### src/core/itc_pkg.sv
`default_nettype none

package itc_pkg;

  // ==========================================================
  // Register indices (byte address is four times the index)
  localparam logic [10:0] IDX_TREF_ADDR = 11'h410;
  localparam logic [10:0] IDX_TREF_DATA = 11'h411;
  localparam logic [10:0] IDX_PERSIST   = 11'h412;
  localparam logic [10:0] IDX_BUSCTL    = 11'h413;
  localparam logic [7:0]  RST_BYTE      = 8'h00;

  // ==========================================================
  // Address register fields
  localparam int TYPE_HI = 7;
  localparam int TYPE_LO = 6;
  localparam int ID_HI   = 3;
  localparam int ID_LO   = 0;
  localparam logic [1:0] TYPE_RX_GRP = 2'h0;
  localparam logic [1:0] TYPE_TX_GRP = 2'h1;
  localparam logic [1:0] TYPE_TRL    = 2'h2;
  localparam logic [1:0] TYPE_DIV    = 2'h3;

  // ==========================================================
  // Timing source and divisor codes
  localparam logic [5:0] SRC_PORT_MAX = 6'h1F;
  localparam logic [5:0] SRC_SYSDIV   = 6'h20;
  localparam logic [5:0] SRC_REFCLK   = 6'h21;
  localparam logic [5:0] SRC_8K       = 6'h22;
  localparam logic [3:0] DIV_LINK     = 4'h0;
  localparam logic [3:0] DIV_ONE      = 4'h1;
  localparam logic [3:0] DIV_T1       = 4'h2;
  localparam logic [3:0] DIV_E1       = 4'h3;

  // ==========================================================
  // Persistence fields
  localparam int ALPHA_BIT = 6;
  localparam int BETA_HI   = 5;
  localparam int BETA_LO   = 3;
  localparam int GAMMA_HI  = 2;
  localparam int GAMMA_LO  = 0;
  localparam logic [2:0] PERSIST_MAX_CODE = 3'h4;

  // ==========================================================
  // Cell bus control fields
  localparam int BC_LEVEL1     = 6;
  localparam int BC_RXDATA_DRV = 5;
  localparam int BC_RXCLAV_INV = 4;
  localparam int BC_TXLAST4    = 3;
  localparam int BC_TXCLAV_ACT = 2;
  localparam int BC_CLAV_DRV   = 1;
  localparam int BC_LATE_SMP   = 0;
  localparam logic [2:0] SAMPLE_DELAY_BYTES = 3'h5;

  // ==========================================================
  // Types
  typedef enum logic [2:0] {
    SRC_K_PORT, SRC_K_SYSDIV, SRC_K_REFCLK, SRC_K_8K, SRC_K_NONE
  } itc_src_e;

  typedef enum logic [2:0] {
    RATIO_LINK, RATIO_1_1, RATIO_192_193, RATIO_15_16, RATIO_RSVD
  } itc_ratio_e;

  typedef struct packed {
    logic port_sel;
    logic rx_xfer;
    logic tx_xfer;
    logic tx_last4;
    logic rx_avail;
    logic tx_avail;
  } itc_cellbus_in_s;

  typedef struct packed {
    logic rx_data_oe;
    logic rx_clav;
    logic rx_clav_oe;
    logic tx_clav;
    logic tx_clav_oe;
  } itc_cellbus_out_s;

endpackage : itc_pkg

`default_nettype wire

### src/core/itc_cfg.sv
// Design decision made here: the APB slave port.
`default_nettype none

module itc_cfg #(
  parameter int NUM_GROUPS = 16,
  parameter int NUM_PORTS  = 32,
  parameter int ADDR_W     = 16
) (
  // APB slave
  input  wire logic                      pclk,
  input  wire logic                      presetn,
  input  wire logic                      psel,
  input  wire logic                      penable,
  input  wire logic                      pwrite,
  input  wire logic [ADDR_W-1:0]         paddr,
  input  wire logic [31:0]               pwdata,
  output logic [31:0]                    prdata,
  output logic                           pready,
  output logic                           pslverr,
  // Timing selections
  output logic [NUM_GROUPS-1:0][5:0]     rx_grp_src_code,
  output logic [NUM_GROUPS-1:0][5:0]     tx_grp_src_code,
  output logic [1:0][5:0]                trl_src_code,
  output itc_pkg::itc_src_e              rx_grp_src_kind [NUM_GROUPS],
  output itc_pkg::itc_src_e              tx_grp_src_kind [NUM_GROUPS],
  output itc_pkg::itc_src_e              trl_src_kind [2],
  output itc_pkg::itc_ratio_e            grp_ratio [NUM_GROUPS],
  // Persistence counts
  output logic [1:0]                     alpha_count,
  output logic [2:0]                     beta_count,
  output logic [2:0]                     gamma_count,
  // Cell bus
  output logic                           level1_mode,
  input  wire itc_pkg::itc_cellbus_in_s  cb_in,
  output itc_pkg::itc_cellbus_out_s      cb_out,
  // Stuff rate sampling
  input  wire logic                      icp_xfer,
  input  wire logic                      payload_byte,
  output logic                           stuff_sample
);
  import itc_pkg::*;

  // ==========================================================
  // Elaboration checks
  if (NUM_GROUPS < 1 || NUM_GROUPS > 16) begin : g_bad_groups
    $error("NUM_GROUPS must be 1 to 16");
  end
  if (NUM_PORTS < 1 || NUM_PORTS > 32) begin : g_bad_ports
    $error("NUM_PORTS must be 1 to 32");
  end
  if (ADDR_W < 13 || ADDR_W > 32) begin : g_bad_addr
    $error("ADDR_W must be 13 to 32");
  end

  // ==========================================================
  // Bus decode
  logic [10:0] idx;
  logic        mapped;
  logic        wr_acc;
  logic [7:0]  sel_r;
  logic [7:0]  persist_r;
  logic [7:0]  busctl_r;
  logic [5:0]  elem_r [4][16];
  logic [1:0]  sel_type;
  logic [3:0]  sel_id;
  logic [5:0]  elem_rd;

  assign idx      = paddr[12:2];
  assign mapped   = (paddr[1:0] == 2'h0) && (paddr[ADDR_W-1:13] == '0) &&
                    (idx >= IDX_TREF_ADDR) && (idx <= IDX_BUSCTL);
  assign wr_acc   = psel && penable && pwrite && mapped;
  assign sel_type = sel_r[TYPE_HI:TYPE_LO];
  assign sel_id   = sel_r[ID_HI:ID_LO];
  assign pready   = 1'b1;
  assign pslverr  = psel && penable && !mapped;

  // Selected element view, masked by type
  always_comb begin
    elem_rd = elem_r[sel_type][sel_id];
    if (sel_type == TYPE_DIV) begin
      elem_rd = {2'h0, elem_rd[3:0]};
    end
  end

  // Read data captured in the setup cycle
  always_ff @(posedge pclk or negedge presetn) begin
    if (!presetn) begin
      prdata <= 32'h0000_0000;
    end else if (psel && !penable) begin
      case (mapped ? idx : 11'h000)                          // Refused: zero
        IDX_TREF_ADDR: prdata <= {24'h00_0000, sel_r};
        IDX_TREF_DATA: prdata <= {26'h000_0000, elem_rd};
        IDX_PERSIST:   prdata <= {24'h00_0000, persist_r};
        IDX_BUSCTL:    prdata <= {24'h00_0000, busctl_r};
        default:       prdata <= 32'h0000_0000;
      endcase
    end
  end

  // ==========================================================
  // Registers
  // Element selector
  always_ff @(posedge pclk or negedge presetn) begin
    if (!presetn) begin
      sel_r <= RST_BYTE;
    end else if (wr_acc && idx == IDX_TREF_ADDR) begin
      sel_r <= {pwdata[7:6], 2'h0, pwdata[3:0]};
    end
  end

  // Indirect element store
  always_ff @(posedge pclk or negedge presetn) begin
    if (!presetn) begin
      for (int t = 0; t < 4; t++) begin
        for (int g = 0; g < 16; g++) begin
          elem_r[t][g] <= 6'h00;
        end
      end
    end else if (wr_acc && idx == IDX_TREF_DATA) begin
      if (sel_type == TYPE_DIV) begin
        elem_r[sel_type][sel_id] <= {2'h0, pwdata[3:0]};
      end else begin
        elem_r[sel_type][sel_id] <= pwdata[5:0];
      end
    end
  end

  // Persistence and cell bus control
  always_ff @(posedge pclk or negedge presetn) begin
    if (!presetn) begin
      persist_r <= RST_BYTE;
      busctl_r  <= RST_BYTE;
    end else if (wr_acc && idx == IDX_PERSIST) begin
      persist_r <= {1'b0, pwdata[6:0]};
    end else if (wr_acc && idx == IDX_BUSCTL) begin
      busctl_r <= {1'b0, pwdata[6:0]};
    end
  end

  // ==========================================================
  // Timing source decode
  function automatic itc_src_e src_kind(input logic [5:0] c,
                                        input logic       trl);
    itc_src_e k;
    k = SRC_K_NONE;
    if (c <= SRC_PORT_MAX) begin
      if ({1'b0, c} < 7'(NUM_PORTS)) begin
        k = SRC_K_PORT;
      end
    end else if (c == SRC_SYSDIV) begin
      k = SRC_K_SYSDIV;
    end else if (c == SRC_REFCLK) begin
      k = SRC_K_REFCLK;
    end else if (trl && c == SRC_8K) begin
      k = SRC_K_8K;
    end
    return k;
  endfunction : src_kind

  // Per group decode
  for (genvar g = 0; g < NUM_GROUPS; g++) begin : g_grp
    assign rx_grp_src_code[g] = elem_r[TYPE_RX_GRP][g];
    assign tx_grp_src_code[g] = elem_r[TYPE_TX_GRP][g];
    assign rx_grp_src_kind[g] = src_kind(elem_r[TYPE_RX_GRP][g], 1'b0);
    assign tx_grp_src_kind[g] = src_kind(elem_r[TYPE_TX_GRP][g], 1'b0);
    // Divisor ratio
    always_comb begin
      case (elem_r[TYPE_DIV][g][3:0])
        DIV_LINK: grp_ratio[g] = RATIO_LINK;
        DIV_ONE:  grp_ratio[g] = RATIO_1_1;
        DIV_T1:   grp_ratio[g] = RATIO_192_193;
        DIV_E1:   grp_ratio[g] = RATIO_15_16;
        default:  grp_ratio[g] = RATIO_RSVD;
      endcase
    end
  end

  // Reference output decode
  for (genvar o = 0; o < 2; o++) begin : g_trl
    assign trl_src_code[o] = elem_r[TYPE_TRL][o];
    assign trl_src_kind[o] = src_kind(elem_r[TYPE_TRL][o], 1'b1);
  end

  // ==========================================================
  // Persistence counts, codes above 4 clamp to 5
  always_comb begin
    alpha_count = persist_r[ALPHA_BIT] ? 2'h2 : 2'h1;
    beta_count  = (persist_r[BETA_HI:BETA_LO] > PERSIST_MAX_CODE) ? 3'h5
                : persist_r[BETA_HI:BETA_LO] + 3'h1;
    gamma_count = (persist_r[GAMMA_HI:GAMMA_LO] > PERSIST_MAX_CODE) ? 3'h5
                : persist_r[GAMMA_HI:GAMMA_LO] + 3'h1;
  end

  assign level1_mode = busctl_r[BC_LEVEL1];

  // ==========================================================
  // Cell bus drive and cell-available levels
  always_ff @(posedge pclk or negedge presetn) begin
    if (!presetn) begin
      cb_out <= '0;
    end else begin
      cb_out.rx_data_oe <= cb_in.port_sel || busctl_r[BC_RXDATA_DRV];
      cb_out.rx_clav_oe <= cb_in.port_sel || busctl_r[BC_CLAV_DRV];
      cb_out.tx_clav_oe <= cb_in.port_sel || busctl_r[BC_CLAV_DRV];
      if (cb_in.port_sel && cb_in.rx_xfer) begin
        cb_out.rx_clav <= !busctl_r[BC_RXCLAV_INV];
      end else begin
        cb_out.rx_clav <= cb_in.rx_avail;
      end
      if (cb_in.port_sel && cb_in.tx_xfer && cb_in.tx_last4 &&
          busctl_r[BC_TXLAST4]) begin
        cb_out.tx_clav <= cb_in.tx_avail;
      end else if (cb_in.port_sel && cb_in.tx_xfer) begin
        cb_out.tx_clav <= busctl_r[BC_TXCLAV_ACT];
      end else begin
        cb_out.tx_clav <= cb_in.tx_avail;
      end
    end
  end

  // ==========================================================
  // Stuff rate sample timing
  logic [2:0] byte_cnt_r;
  logic       waiting_r;
  logic       icp_d_r;

  always_ff @(posedge pclk or negedge presetn) begin
    if (!presetn) begin
      icp_d_r    <= 1'b0;
      waiting_r  <= 1'b0;
      byte_cnt_r <= 3'h0;
    end else begin
      icp_d_r <= icp_xfer;
      if (icp_xfer) begin
        waiting_r  <= 1'b0;
        byte_cnt_r <= 3'h0;
      end else if (icp_d_r) begin
        waiting_r  <= 1'b1;
        byte_cnt_r <= 3'h0;
      end else if (waiting_r && payload_byte) begin
        if (byte_cnt_r == SAMPLE_DELAY_BYTES) begin
          waiting_r <= 1'b0;
        end
        byte_cnt_r <= byte_cnt_r + 3'h1;
      end
    end
  end

  // Sample strobe: during the cell, or on the sixth byte after it
  always_ff @(posedge pclk or negedge presetn) begin
    if (!presetn) begin
      stuff_sample <= 1'b0;
    end else if (!busctl_r[BC_LATE_SMP]) begin
      stuff_sample <= icp_xfer;
    end else begin
      stuff_sample <= !icp_xfer && !icp_d_r && waiting_r && payload_byte &&
                      byte_cnt_r == SAMPLE_DELAY_BYTES;
    end
  end
endmodule : itc_cfg

`default_nettype wire

### config.mk
export PLATFORM = sky130hd
export DESIGN_NAME = itc_cfg
export DESIGN_NICKNAME = d
export VERILOG_FILES = /design/src/core/itc_pkg.sv /design/src/core/itc_cfg.sv
export SDC_FILE = /design/constraint.sdc
export NUM_CORES = 1
export LEC_CHECK = 0
export ABC_CLOCK_PERIOD_IN_PS = 6900
export BUFFER_PORTS_ARGS = -buffer_cell sky130_fd_sc_hd__buf_2
export CAP_MARGIN = 5
export CELL_PAD_IN_SITES_DETAIL_PLACEMENT = 0
export CELL_PAD_IN_SITES_GLOBAL_PLACEMENT = 1
export CORE_MARGIN = 1.5
export CORE_UTILIZATION = 47
export DETAILED_ROUTE_END_ITERATION = 8
export PLACE_DENSITY = 0.92
export SETUP_SLACK_MARGIN = 0.1
export SYNTH_ARGS = -nofsm -noshare
export SYNTH_HDL_FRONTEND = slang
export SYNTH_SLANG_ARGS = --single-unit
### constraint.sdc
create_clock -name pclk -period 6.9 [get_ports pclk]
set_clock_uncertainty 0.2 [all_clocks]
set_input_delay 0.69 -clock pclk [delete_from_list [all_inputs] [get_ports pclk]]
set_output_delay 0.69 -clock pclk [all_outputs]
set_load 0.005 [all_outputs]
-- After elaboration in Yosys (flattened, before gate mapping)
Index checks and enable logic that the tools add are counted.
- bits in registers: 446
- latch bits: 0
- memory bits (writable): 0
- memory bits (read-only): 0
- input bits: 61
- output and inout port bits: 403
- word-level logic and storage cells: 522
- memories kept: 0
- add/sub/neg operators: 3
- $mul: 0
- div/mod/pow operators: 0
- $lt $le $gt $ge: 76
- equality and inequality tests: 128
- shift operators: 0
- muxes and demuxes: 184
- bitwise logic cells: 3
- reductions and logical operators: 52
- operators with widths (cell ; count):
    384-bit bitwise mux ; 2
    3-bit two-way mux ; 143
    6-bit equality test, second input constant ; 70
    384-bit two-way mux ; 1
    96-bit two-way mux ; 3
    6-bit by 5-bit <= comparator with 1-bit output, second input constant ; 34
    6-bit less-than comparator, second input constant ; 34
    96-bit binary-select mux with 2-bit select ; 1
    96-bit demux with 2-bit select ; 1
    3-bit one-hot mux with 4 select lines ; 16
    4-bit by 2-bit equality test with 1-bit output, second input constant ; 32
    11-bit equality test, second input constant ; 8
    4-bit by 1-bit equality test with 1-bit output, second input constant ; 16
    4-bit zero test ; 16
    8-bit one-hot mux with 4 select lines ; 1
    6-bit binary-select mux with 4-bit select ; 1
    6-bit demux with 4-bit select ; 1
    6-bit two-way mux ; 4
    1-bit logical AND ; 23
    11-bit greater-or-equal comparator, second input constant ; 1
    11-bit <= comparator, second input constant ; 1
    11-bit two-way mux ; 1
    3-bit by 1-bit adder with 3-bit output, second input constant ; 3
    1-bit two-way mux ; 8
    other kinds (17) ; 25

-- Longest topological paths before layout
Gate-level depths: netlist of run 1.
- word-level depth: 9
- mapped depth: 10
- depth with buffers taken out: 6

-- Worst setup path after synthesis of run 1
Ideal clock, no wire load.
- path type: input port to flip-flop
- start: in paddr[1]
- end: reg (tool-made name)
- setup time: 125 ps
- data arrival time: 2829 ps
- data required time: 6575 ps
- setup slack: 3746 ps
- cell stages on the path: 7
- buffers on the path: 1
- cells stage by stage: or4_4 -> or4_1 -> buf_4 -> nor2_8 -> nand4_4 -> nor3_4 -> mux2_2
- RTL lines (element ; line ; source):
    start: declaration ; itc_cfg.sv:15 ; input wire logic [ADDR_W-1:0] paddr,

-- Final worst setup path of run 1
- start: reg sel_r[6]
- end: reg prdata[3]
- longest elaborated chain between the ends: 9
- ends and longest elaborated chain (element ; line ; source):
    start: declaration ; itc_cfg.sv:60 ; logic [7:0] sel_r;
    start signal: assignment ; itc_cfg.sv:107 ; sel_r <= {pwdata[7:6], 2'h0, pwdata[3:0]};
    2-bit inverter with 3-bit output (implied by the code) ; itc_cfg.sv:79 ; elem_rd = elem_r[sel_type][sel_id];
    96-bit binary-select mux with 2-bit select ; itc_cfg.sv:79 ;
    96-bit two-way mux (implied by the code) (2 in a row) ; itc_cfg.sv:79 ;
    6-bit binary-select mux with 4-bit select ; itc_cfg.sv:79 ;
    6-bit two-way mux (implied by the code) (2 in a row) ; itc_cfg.sv:79 ;
    6-bit two-way mux ; itc_cfg.sv:80 ; if (sel_type == TYPE_DIV) begin
    8-bit one-hot mux with 4 select lines ; itc_cfg.sv:90 ; case (mapped ? idx : 11'h000)
    end signal: assignment ; itc_cfg.sv:91 ; IDX_TREF_ADDR: prdata <= {24'h00_0000, sel_r};
    end signal: assignment ; itc_cfg.sv:92 ; IDX_TREF_DATA: prdata <= {26'h000_0000, elem_rd};
    end signal: assignment ; itc_cfg.sv:93 ; IDX_PERSIST: prdata <= {24'h00_0000, persist_r};
    end: declaration ; itc_cfg.sv:17 ; output logic [31:0] prdata,
Every way passes these cells. The select of a mux whose other input is x is not followed.
A chain may end at the register's enable or synchronous reset.

==> impl_metrics.ini, run 1 <==
[status]
status = complete, no violations

[floorplanning]
initial_utilization = 0.480
die_h_um = 222
std_cell_rows = 79
pin_count = 464
die-area_um2 = 49100
core_area_um2 = 46900
die_w_um = 222

[timing]
period_share = 0.572
finalHoldViolCount = 0
fmax_ghz = 0.253
slew_headroom = 0.173
tns_ns = 0
rsz0062_at_grt = false
finalMaxSlewViolations = 0
whs_ns = 0.117
finalSetupViolations = 0
tightest_slew_ns = 1.24
finalCriticalPeriod_ns = 3.95
layout_setup_ws_ns = 2.95

[power_and_ir_drop]
power_mw = 5.15
power.density_nw_per_um2 = 206
pwr-share-comb = 0.026
power_frac_seq = 0.481
switching_share = 0.217
clkPwrFrac = 0.493
power.internal_mw = 4.03
p_sw_mw = 1.12
vdd.ir_drop.worst_mv = 0.134
leakagePower_nw = 12.8

[clock_network]
clkLatencyLatePin_ns = 0.57
cts_buffers = 46
cts_sinks = 422
clock-root-buffer = clkbuf_16
tritoncts = built
post_cts_buffers = 0
cts.clk_slew.worst_paths_ns = 0.06
cts_resized = 0
cts_max_level = 2
cts_buffer_depth = 3

[worst_setup_path]
crit_path_start_kind = flip-flop
required_ns = 7.14
critPathMaxFanout = 28
crit_path_end_kind = flip-flop
path_class = flip-flop to flip-flop
cp.arrival_ns = 4.19

[place]
placed_cells = 2635
io_buffers = 414
place_ws_ns = 2.82
place_congestion = 0.901
dp_hpwl_mm = 48.1
placed_area_um2 = 23500

[yosys]
async_flop_share = 1.00
synth_area_per_cell_um2 = 11.8
yosys_warnings = 0
ys_ff_latch = 422
seq_area_frac_synth = 0.470
synth_edf_count = 0
synth_ff_type = dfrtp_1
synthCells = 1898
syn-cell-area_um2 = 22500
ys_types = 64

[detailed_routing]
vias_per_cell = 5.85
drtPass1Iterations = 5
num_vias = 15911
ant_nets = 0
routed_wl_mm = 68.8
drc = 0
drt_iter0_drc = 1341
post_drt_wl_per_cell_um = 25.3

[hold_path]
hp-class = primary input to flip-flop

[grt]
grt_pass1_vias = 15992
grt_first_pass_wirelength_mm = 103
grt_max_degree = 175
grt_antenna_before_repair = 3
overflow = 0
grt_util_all_layers = 0.278

[layout]
final_cells = 2720
final_core_util = 0.534
layout-drive-gt1-share = 0.453
finalNetCount = 2144
finalInstanceArea_um2 = 25000
syn2layout_area_growth_pct = 11.4

[job]
maxCapViolations = 0
-- what timing repair did --
action | CTS | global route
hold endpoints to repair | 79 | 0
hold buffers | 1 | 0
setup endpoints to repair | 0 | 0
-- cells in the mapped netlist, types with 3 or more instances --
| cell type | instances | area, um2 |
|---|---|---|
| a31oi_1 | 6 | 37.5 |
| a2111oi_0 | 4 | 35.0 |
| nand2b_1 | 8 | 50.1 |
| a211oi_1 | 3 | 22.5 |
| mux2i_1 | 42 | 420 |
| o21ai_0 | 49 | 245 |
| inv_1 | 43 | 161 |
| ha_1 | 6 | 75.1 |
| nand2_1 | 115 | 432 |
| and2_1 | 6 | 37.5 |
| a21boi_0 | 3 | 22.5 |
| clkbuf_1 | 61 | 229 |
| a22oi_1 | 19 | 143 |
| nand3_1 | 20 | 100 |
| nor2b_1 | 78 | 488 |
| o31ai_1 | 4 | 30.0 |
| nand4_1 | 8 | 50.1 |
| and3_1 | 36 | 225 |
| mux2_2 | 336 | 3780 |
| dfrtp_1 | 422 | 10600 |
| buf_4 | 232 | 1740 |
| or4_1 | 5 | 37.5 |
| mux4_2 | 85 | 1910 |
| nor2_1 | 147 | 552 |
| buf_1 | 8 | 30.0 |
| nor3_1 | 19 | 95.1 |
| or2_2 | 20 | 125 |
| a21oi_1 | 14 | 70.1 |
| nor4_1 | 34 | 213 |
| buf_2 | 19 | 95.1 |
-- area by class of cell --
class / instances / area [um2]
multi-input cells: 1136 / 9740
well taps: 607 / 759
diodes: 1 / 2.50
repair buffers: 428 / 2230
clock inverters: 12 / 141
inverters: 43 / 161
clock buffers: 71 / 1430
fillers: 3939 / 21800
flip-flops and latches: 422 / 10600
-- power groups by stage --
| stage | registers, mW | logic [mW] | clock network (mW) |
|---|---|---|---|
| floorplan | 2.53 | 0.0490 | 0 |
| global placement | 2.52 | 0.130 | 0 |
| detailed placement | 2.53 | 0.133 | 0 |
| CTS | 2.48 | 0.134 | 2.57 |
| global route | 2.48 | 0.147 | 2.67 |
| finish | 2.48 | 0.132 | 2.54 |
-- kinds of logic (layout without fill, tap and decap cells) --
logic type	Yosys count	in the layout	share of synthesized area
mux	465	465	0.273
compound gates	122	122	0.0351
xor+xnor	4	4	0.00156
flops	422	422	0.470
buf+inv	363	554	0.100
simple gates	514	514	0.116
fa+ha+maj	6	6	0.00334
other cells	2	26	0.000334
-- cell usage in the layout (no fill, tap or decap), drive strengths merged, types with 3 or more instances in the layout --
cell and n:
a31oi 6, nand2b 8, nand2 115, a2111oi 4, nor4 34, and2 6
o31ai 4, dfrtp 422, bufinv 3, or4 6, a211oi 3, mux4 85
nor2b 78, and3 36, inv 44, mux2 338, a21oi 14, nor2 150
buf 427, a21boi 3, clkinv 7, or2 20, nand3 21, conb 25
a22oi 19, o21ai 49, mux2i 42, ha 6, nand4 9, clkbuf 71
nor3 22
-- metal layers --
metal  wire (um)  vias up  GRT usage
li1            -     6826          -
met1       27700     8203      0.359
met2       33100      747      0.449
met3        5830      133     0.0758
met4        2240        2      0.101
met5          10        -          0
-- final timing paths --
| path | start | to | slack [ns] | depth (start not counted) |
|---|---|---|---|---|
| min in group asynchronous | presetn | asynchronous set/reset pin | 0.47 | 2 |
| max reg2reg | sel_r[6] | prdata[3] | 2.95 | 7 |
| max in group asynchronous | presetn | sel_r[6] | 4.53 | 3 |
| min reg2reg | prdata[7] | prdata[7] | 0.29 | 2 |
| min | icp_xfer | icp_d_r | 0.12 | 1 |
| max | sel_r[6] | prdata[3] | 2.95 | 7 |
-- worst max-delay path, stage by stage, from the launching register on --
cell and delay [ns]:
dfrtp_4 0.75, buf_4 0.54, nor2b_1 1.01, a22oi_1 0.32
nand3_1 0.23, o21ai_0 0.15, o31ai_1 0.44, a31oi_1 0.14
(Power assumes the default switching activity.)
==> inputs of run 2 (changes only) <==
--- a/config.mk
+++ b/config.mk
@@ -5,15 +5,15 @@
 export SDC_FILE = /design/constraint.sdc
 export NUM_CORES = 1
 export LEC_CHECK = 0
-export ABC_CLOCK_PERIOD_IN_PS = 6900
+export ABC_CLOCK_PERIOD_IN_PS = 3400
 export BUFFER_PORTS_ARGS = -buffer_cell sky130_fd_sc_hd__buf_2
 export CAP_MARGIN = 5
 export CELL_PAD_IN_SITES_DETAIL_PLACEMENT = 0
 export CELL_PAD_IN_SITES_GLOBAL_PLACEMENT = 1
 export CORE_MARGIN = 1.5
-export CORE_UTILIZATION = 47
+export CORE_UTILIZATION = 40
 export DETAILED_ROUTE_END_ITERATION = 8
-export PLACE_DENSITY = 0.92
+export PLACE_DENSITY = 0.84
 export SETUP_SLACK_MARGIN = 0.1
 export SYNTH_ARGS = -nofsm -noshare
 export SYNTH_HDL_FRONTEND = slang
==> constraint.sdc (replaced) <==
create_clock -name pclk -period 3.4 [get_ports pclk]
set_clock_uncertainty 0.2 [all_clocks]
set_input_delay 0.34 -clock pclk [delete_from_list [all_inputs] [get_ports pclk]]
set_output_delay 0.34 -clock pclk [all_outputs]
set_load 0.005 [all_outputs]
==> run 2 against run 1 <==
- setup slack got worse by 2.6 ns
- sequential share of layout area decreased by 1.9 points
- combinational power increased by 130%
- via count increased by 1.7%
- clock power increased by 110%
- sequential cell count unchanged
- final cell count increased by 9.6%
- critical path depth decreased by 1
- non-clock buffer count increased by 117
- total power increased by 110%
- worst hold slack got worse by 0.071 ns
- global-route usage decreased by 2.6 points
==> impl_metrics.ini, run 2 (synthesis gave the netlist of run 1 again) <==
[status]
status = complete, no violations

[floorplanning]
core_area_um2 = 55300
std_cell_rows = 86
initial_utilization = 0.406
die_h_um = 240
die_w_um = 240
pin_count = 464
die-area_um2 = 57600

[clock_network]
cts_buffers = 47
cts_buffer_depth = 3
cts.clk_slew.worst_paths_ns = 0.06
clkLatencyLatePin_ns = 0.59
clock-root-buffer = clkbuf_16
cts_sinks = 422
tritoncts = built
cts_max_level = 2
post_cts_buffers = 0

[detailed_routing]
vias_per_cell = 5.43
drt_iter0_drc = 1229
drc = 0
routed_wl_mm = 73.0
drtPass1Iterations = 7
num_vias = 16175
ant_nets = 0
post_drt_wl_per_cell_um = 24.5

[power_and_ir_drop]
vdd.ir_drop.worst_mv = 0.333
leakagePower_nw = 13.4
power.density_nw_per_um2 = 405

[worst_setup_path]
slowest_delay_ns = 0.63
crit_chain = buf_12 > nor2b_1 > and2_1 > nor2b_1 > nand4_1 > mux2_2
required_ns = 3.66
crit_path_start_kind = flip-flop
path_class = flip-flop to flip-flop
r2r_cells = 6
r2r_slack_ns = 0.38
rr_startpoint = sel_r[7]
critPathMaxFanout = 22
cp_common_cell = nor2b_1
crit_path_end_kind = flip-flop
cp.arrival_ns = 3.27
worst_path_max_delay_cell = dfrtp_4

[timing]
finalCriticalPeriod_ns = 3.02
fmax_ghz = 0.331
slew_headroom = 0.306
finalMaxSlewViolations = 0
rsz0062_at_grt = false
finalSetupViolations = 0
period_share = 0.888
tightest_slew_ns = 1.03
whs_ns = 0.0454
finalHoldViolCount = 0
tns_ns = 0

[layout]
layout_common_cells = dfrtp_1 (418), buf_2 (411), mux2_2 (336), nor2_1 (147), nand2_1 (115)
syn2layout_area_growth_pct = 16.7
final_common_cell = dfrtp_1
layout-drive-gt1-share = 0.478
fill_cells = 5064
finalNetCount = 2262
diodes = 0

[grt]
grt_first_pass_wirelength_mm = 107
grt_antenna_before_repair = 2
grt_max_degree = 94
overflow = 0
grt_pass1_vias = 16190
grt_util_all_layers = 0.252

[place]
dp_hpwl_mm = 54.0
place_congestion = 0.952
io_buffers = 414

[hold_path]
hp-class = primary input to flip-flop
hold_depth = 4
min_to = prdata[4]
min-delay-start = paddr[4]

[job]
maxCapViolations = 0
run 2: cell count changes in the layout (fill, tap and decap cells not counted):
cell           delta
buf_4           +101
dlygate4sd3_1    +11
clkbuf_8          -1
bufinv_16         +1
buf_2             -1
clkinv_2          +2
clkbuf_1          -2
diode_2           -1
buf_12            +6
inv_6             +1
clkinvlp_4        +2
run 2: worst max-delay path: cells and delay by family (launching register included):
family	cells	cell delay [ns]
flops	1	0.63
mux	1	0.41
simple gates	4	1.38
buf+inv	1	0.24
run 2: layout make-up:
class	instances	area, um2	area share
tap	748	936	0.0357
multi-input combinational	1136	9740	0.371
timing repair buffer	545	3210	0.122
sequential	422	10600	0.403
clock buffer	68	1410	0.0537
inverter	43	161	0.00615
clock inverter	18	205	0.00782
run 2: through the flow:
step	instances	total power, mW	utilization	setup slack, ns	cell area [um2]
2_1_floorplan	1921	5.23	-	0.596	22600
5_1_grt	2980	11.0	0.474	0.308	26200
3_5_place_dp	2882	5.42	0.443	0.221	24500
4_1_cts	2980	10.7	0.474	0.424	26200
6_report	2980	10.6	0.474	0.381	26200
3_3_place_gp	2882	5.41	0.443	0.278	24500
run 2: timing repair:
item | CTS | global route
hold buffers | 12 | 0
resized for setup | 0 | 0
endpoints found under the hold margin | 98 | 0
run 2: metal layers:
layer / share of wire / up-vias / global-route usage
li1: - / 7072 / -
met1: 0.43 / 8428 / 0.342
met2: 0.49 / 583 / 0.419
met3: 0.062 / 90 / 0.0402
met4: 0.022 / 2 / 0.0646
met5: 0.00016 / - / 0
run 2: how the worst max path moves through the flow:
stage,from,end,slack (ns),depth (start not counted)
after detailed placement,paddr[8],flip-flop,0.22,7
after global placement,paddr[8],rx_grp_src_code[76],0.28,7
after global routing,sel_r[6],prdata[4],0.31,7
after CTS,sel_r[7],flip-flop,0.42,6
final,sel_r[7],flip-flop,0.38,6
after floorplan,paddr[1],flip-flop,0.60,7
run 2: power breakdown:
group | internal, mW | leakage [nW] | switching, mW
sequential | 5.03 | 5.68 | 0.00485
clock | 3.18 | 0.794 | 2.12
combinational | 0.0665 | 6.92 | 0.236
==> inputs of run 3 (changes only) <==
--- a/config.mk
+++ b/config.mk
@@ -5,15 +5,16 @@
 export SDC_FILE = /design/constraint.sdc
 export NUM_CORES = 1
 export LEC_CHECK = 0
+export ABC_AREA = 1
 export ABC_CLOCK_PERIOD_IN_PS = 3400
 export BUFFER_PORTS_ARGS = -buffer_cell sky130_fd_sc_hd__buf_2
 export CAP_MARGIN = 5
 export CELL_PAD_IN_SITES_DETAIL_PLACEMENT = 0
 export CELL_PAD_IN_SITES_GLOBAL_PLACEMENT = 1
 export CORE_MARGIN = 1.5
-export CORE_UTILIZATION = 40
+export CORE_UTILIZATION = 37
 export DETAILED_ROUTE_END_ITERATION = 8
-export PLACE_DENSITY = 0.84
+export PLACE_DENSITY = 0.85
 export SETUP_SLACK_MARGIN = 0.1
 export SYNTH_ARGS = -nofsm -noshare
 export SYNTH_HDL_FRONTEND = slang
==> run 3 against run 2 <==
- worst hold slack about the same
- first-iteration DRC count increased by 52%
- largest power group unchanged
- wire length up 17%
- via count rose by 34%
- register-to-register slack improved by 0.06 ns
- design area up 4.1%
==> impl_metrics.ini, run 3 <==
[yosys]
yosysTopAreaCell = dfrtp_1
ys_ff_latch = 422
synth_top_area_share = 0.441
ys_top_cells_by_area = dfrtp_1 (44%), nand2_1 (17%), buf_4 (7.5%)
syn-cell-area_um2 = 24000
synthCells = 3272
yosysMostFrequentCell = nand2_1
seq_area_frac_synth = 0.441
synth_edf_count = 0
yosys_warnings = 0
synth_area_per_cell_um2 = 7.33
ys_types = 46
synth_ff_type = dfrtp_1
synth_common_cells = nand2_1 (1109), nor2_1 (460), dfrtp_1 (422)
async_flop_share = 1.00

[layout]
layout_common_cells = nand2_1 (1106), nor2_1 (459), dfrtp_1 (420), buf_2 (413), o21ai_1 (246)
diodes = 0
finalNetCount = 3551
layout-drive-gt1-share = 0.193
final_common_cell = nand2_1
syn2layout_area_growth_pct = 13.9

[clock_network]
clock-root-buffer = clkbuf_16
cts_sinks = 422
cts_max_level = 2
clkLatencyLatePin_ns = 0.60
tritoncts = built
cts.clk_slew.worst_paths_ns = 0.06
cts_buffers = 48
cts_resized = 0
cts_buffer_depth = 3

[detailed_routing]
drt_iter0_drc = 1868
drtPass1Iterations = 6
routed_wl_mm = 85.7
post_drt_wl_per_cell_um = 19.6
drc = 0
num_vias = 21747
ant_nets = 0
vias_per_cell = 4.97

[floorplanning]
die_h_um = 258
die-area_um2 = 66300
core_area_um2 = 64200
initial_utilization = 0.373
die_w_um = 258
std_cell_rows = 93
pin_count = 464

[worst_setup_path]
cp_common_cell = nand2_1
crit_path_start_kind = flip-flop
crit_path_end_kind = flip-flop
r2r_slack_ns = 0.44
crit_chain = inv_2 > nand2_2 > buf_12 > nor2_1 > nor2_1 > nand2_1 > nand2_1 > nand2_1 > inv_1 > nand2_1 > nor2_1 > nand2_1 > nand2_1 > nand2_1 > nand2_1 > nand2_1
cp.arrival_ns = 3.24
path_class = flip-flop to flip-flop
critPathMaxFanout = 36
slowest_delay_ns = 0.57
required_ns = 3.68
worst_path_max_delay_cell = dfrtp_4

[timing]
tns_ns = 0
finalSetupViolations = 0
fmax_ghz = 0.338
period_share = 0.870
tightest_slew_ns = 0.845
finalCriticalPeriod_ns = 2.96
finalHoldViolCount = 0
slew_headroom = 0.436
rsz0062_at_grt = false
finalMaxSlewViolations = 0

[grt]
grt_first_pass_wirelength_mm = 129
grt_util_all_layers = 0.255
grt_max_degree = 112
grt_pass1_vias = 20173
overflow = 0
grt_antenna_before_repair = 1

[power_and_ir_drop]
leakagePower_nw = 14.9
power.density_nw_per_um2 = 397
vdd.ir_drop.worst_mv = 0.358
power_mw = 10.9

[place]
io_buffers = 414
dp_hpwl_mm = 62.6
place_congestion = 0.908

[hold_path]
hp-class = primary input to asynchronous set/reset pin

[job]
maxCapViolations = 0

[status]
status = complete, no violations
run 3: cell types whose count changed after synthesis, moves of 33 or more:
cell,before,now
mux4_2,85,0
inv_1,43,219
mux2i_1,42,0
nor4_1,34,1
and3_1,36,0
nand2_1,115,1109
mux2_2,336,1
nor2b_1,78,0
nor2_1,147,460
a21oi_1,14,57
o21ai_1,0,246
nand3_1,20,105
run 3: path summary, 6_finish.rpt:
check / from / end / cells past startpoint
worst max-delay path: sel_r[6] / prdata[5] / 16
worst min-delay path: presetn / asynchronous set/reset pin / 2
worst max register to register: sel_r[6] / prdata[5] / 16
worst min register to register: elem_r[130] / elem_r[130] / 2
max in group asynchronous: presetn / asynchronous set/reset pin / 3
min in group pclk: psel / prdata[3] / 6
run 3: logic make-up after synthesis:
group | after synthesis | synth area share
and+or+nand+nor | 1852 | 0.333
adders and majority gates | 6 | 0.00313
other | 2 | 0.000313
AOI/OAI and AO/OA | 403 | 0.0856
muxes | 1 | 0.000470
buffers and inverters | 584 | 0.137
xor gates and xnor gates | 2 | 0.000731
DFF | 422 | 0.441
run 3: per-layer routing:
metal,vias up,wire length [um],part of all wire,global-route usage
li1,10454,-,-,-
met1,10323,39200,0.46,0.370
met2,835,37400,0.44,0.385
met3,133,6720,0.078,0.0492
met4,2,2410,0.028,0.0754
met5,-,13,0.00015,0
run 3: area by class of cell:
| cell class | instances | area, um2 |
|---|---|---|
| Clock inverter | 19 | 267 |
| Multi-Input combinational cell | 2289 | 10200 |
| Fill cell | 6671 | 36900 |
| Inverter | 233 | 875 |
| Sequential cell | 422 | 10600 |
| Clock buffer | 70 | 1380 |
| Tap cell | 855 | 1070 |
| Timing Repair Buffer | 490 | 2910 |
run 3: report_power, final:
| group | switching [mW] | internal [mW] |
|---|---|---|
| Clock | 2.20 | 3.28 |
| Sequential | 0.00743 | 5.03 |
| Combinational | 0.263 | 0.0707 |
| Total | 2.47 | 8.38 |
run 3: worst max-delay path: cells and delay by family, from the launching register on:
kind          cells  cell delay, ns
simple gates     13            1.49
buf+inv           3            0.54
flops             1            0.57
run 3: per-stage QoR:
step	util	worst slack (ns)	hold WS [ns]	area (um2)	instances
2_1_floorplan	-	1.39	-0.156	24100	3295
3_3_place_gp	0.397	0.536	0.0731	25500	4273
3_5_place_dp	0.397	0.525	0.0780	25500	4273
4_1_cts	0.425	0.490	0.0333	27300	4378
5_1_grt	0.425	0.372	0.0648	27300	4378
6_report	0.425	0.442	0.0455	27300	4378
run 3: repair_timing:
item	CTS	global route
buffers inserted	0	0
endpoints found under the hold margin	376	0
hold buffers	16	0
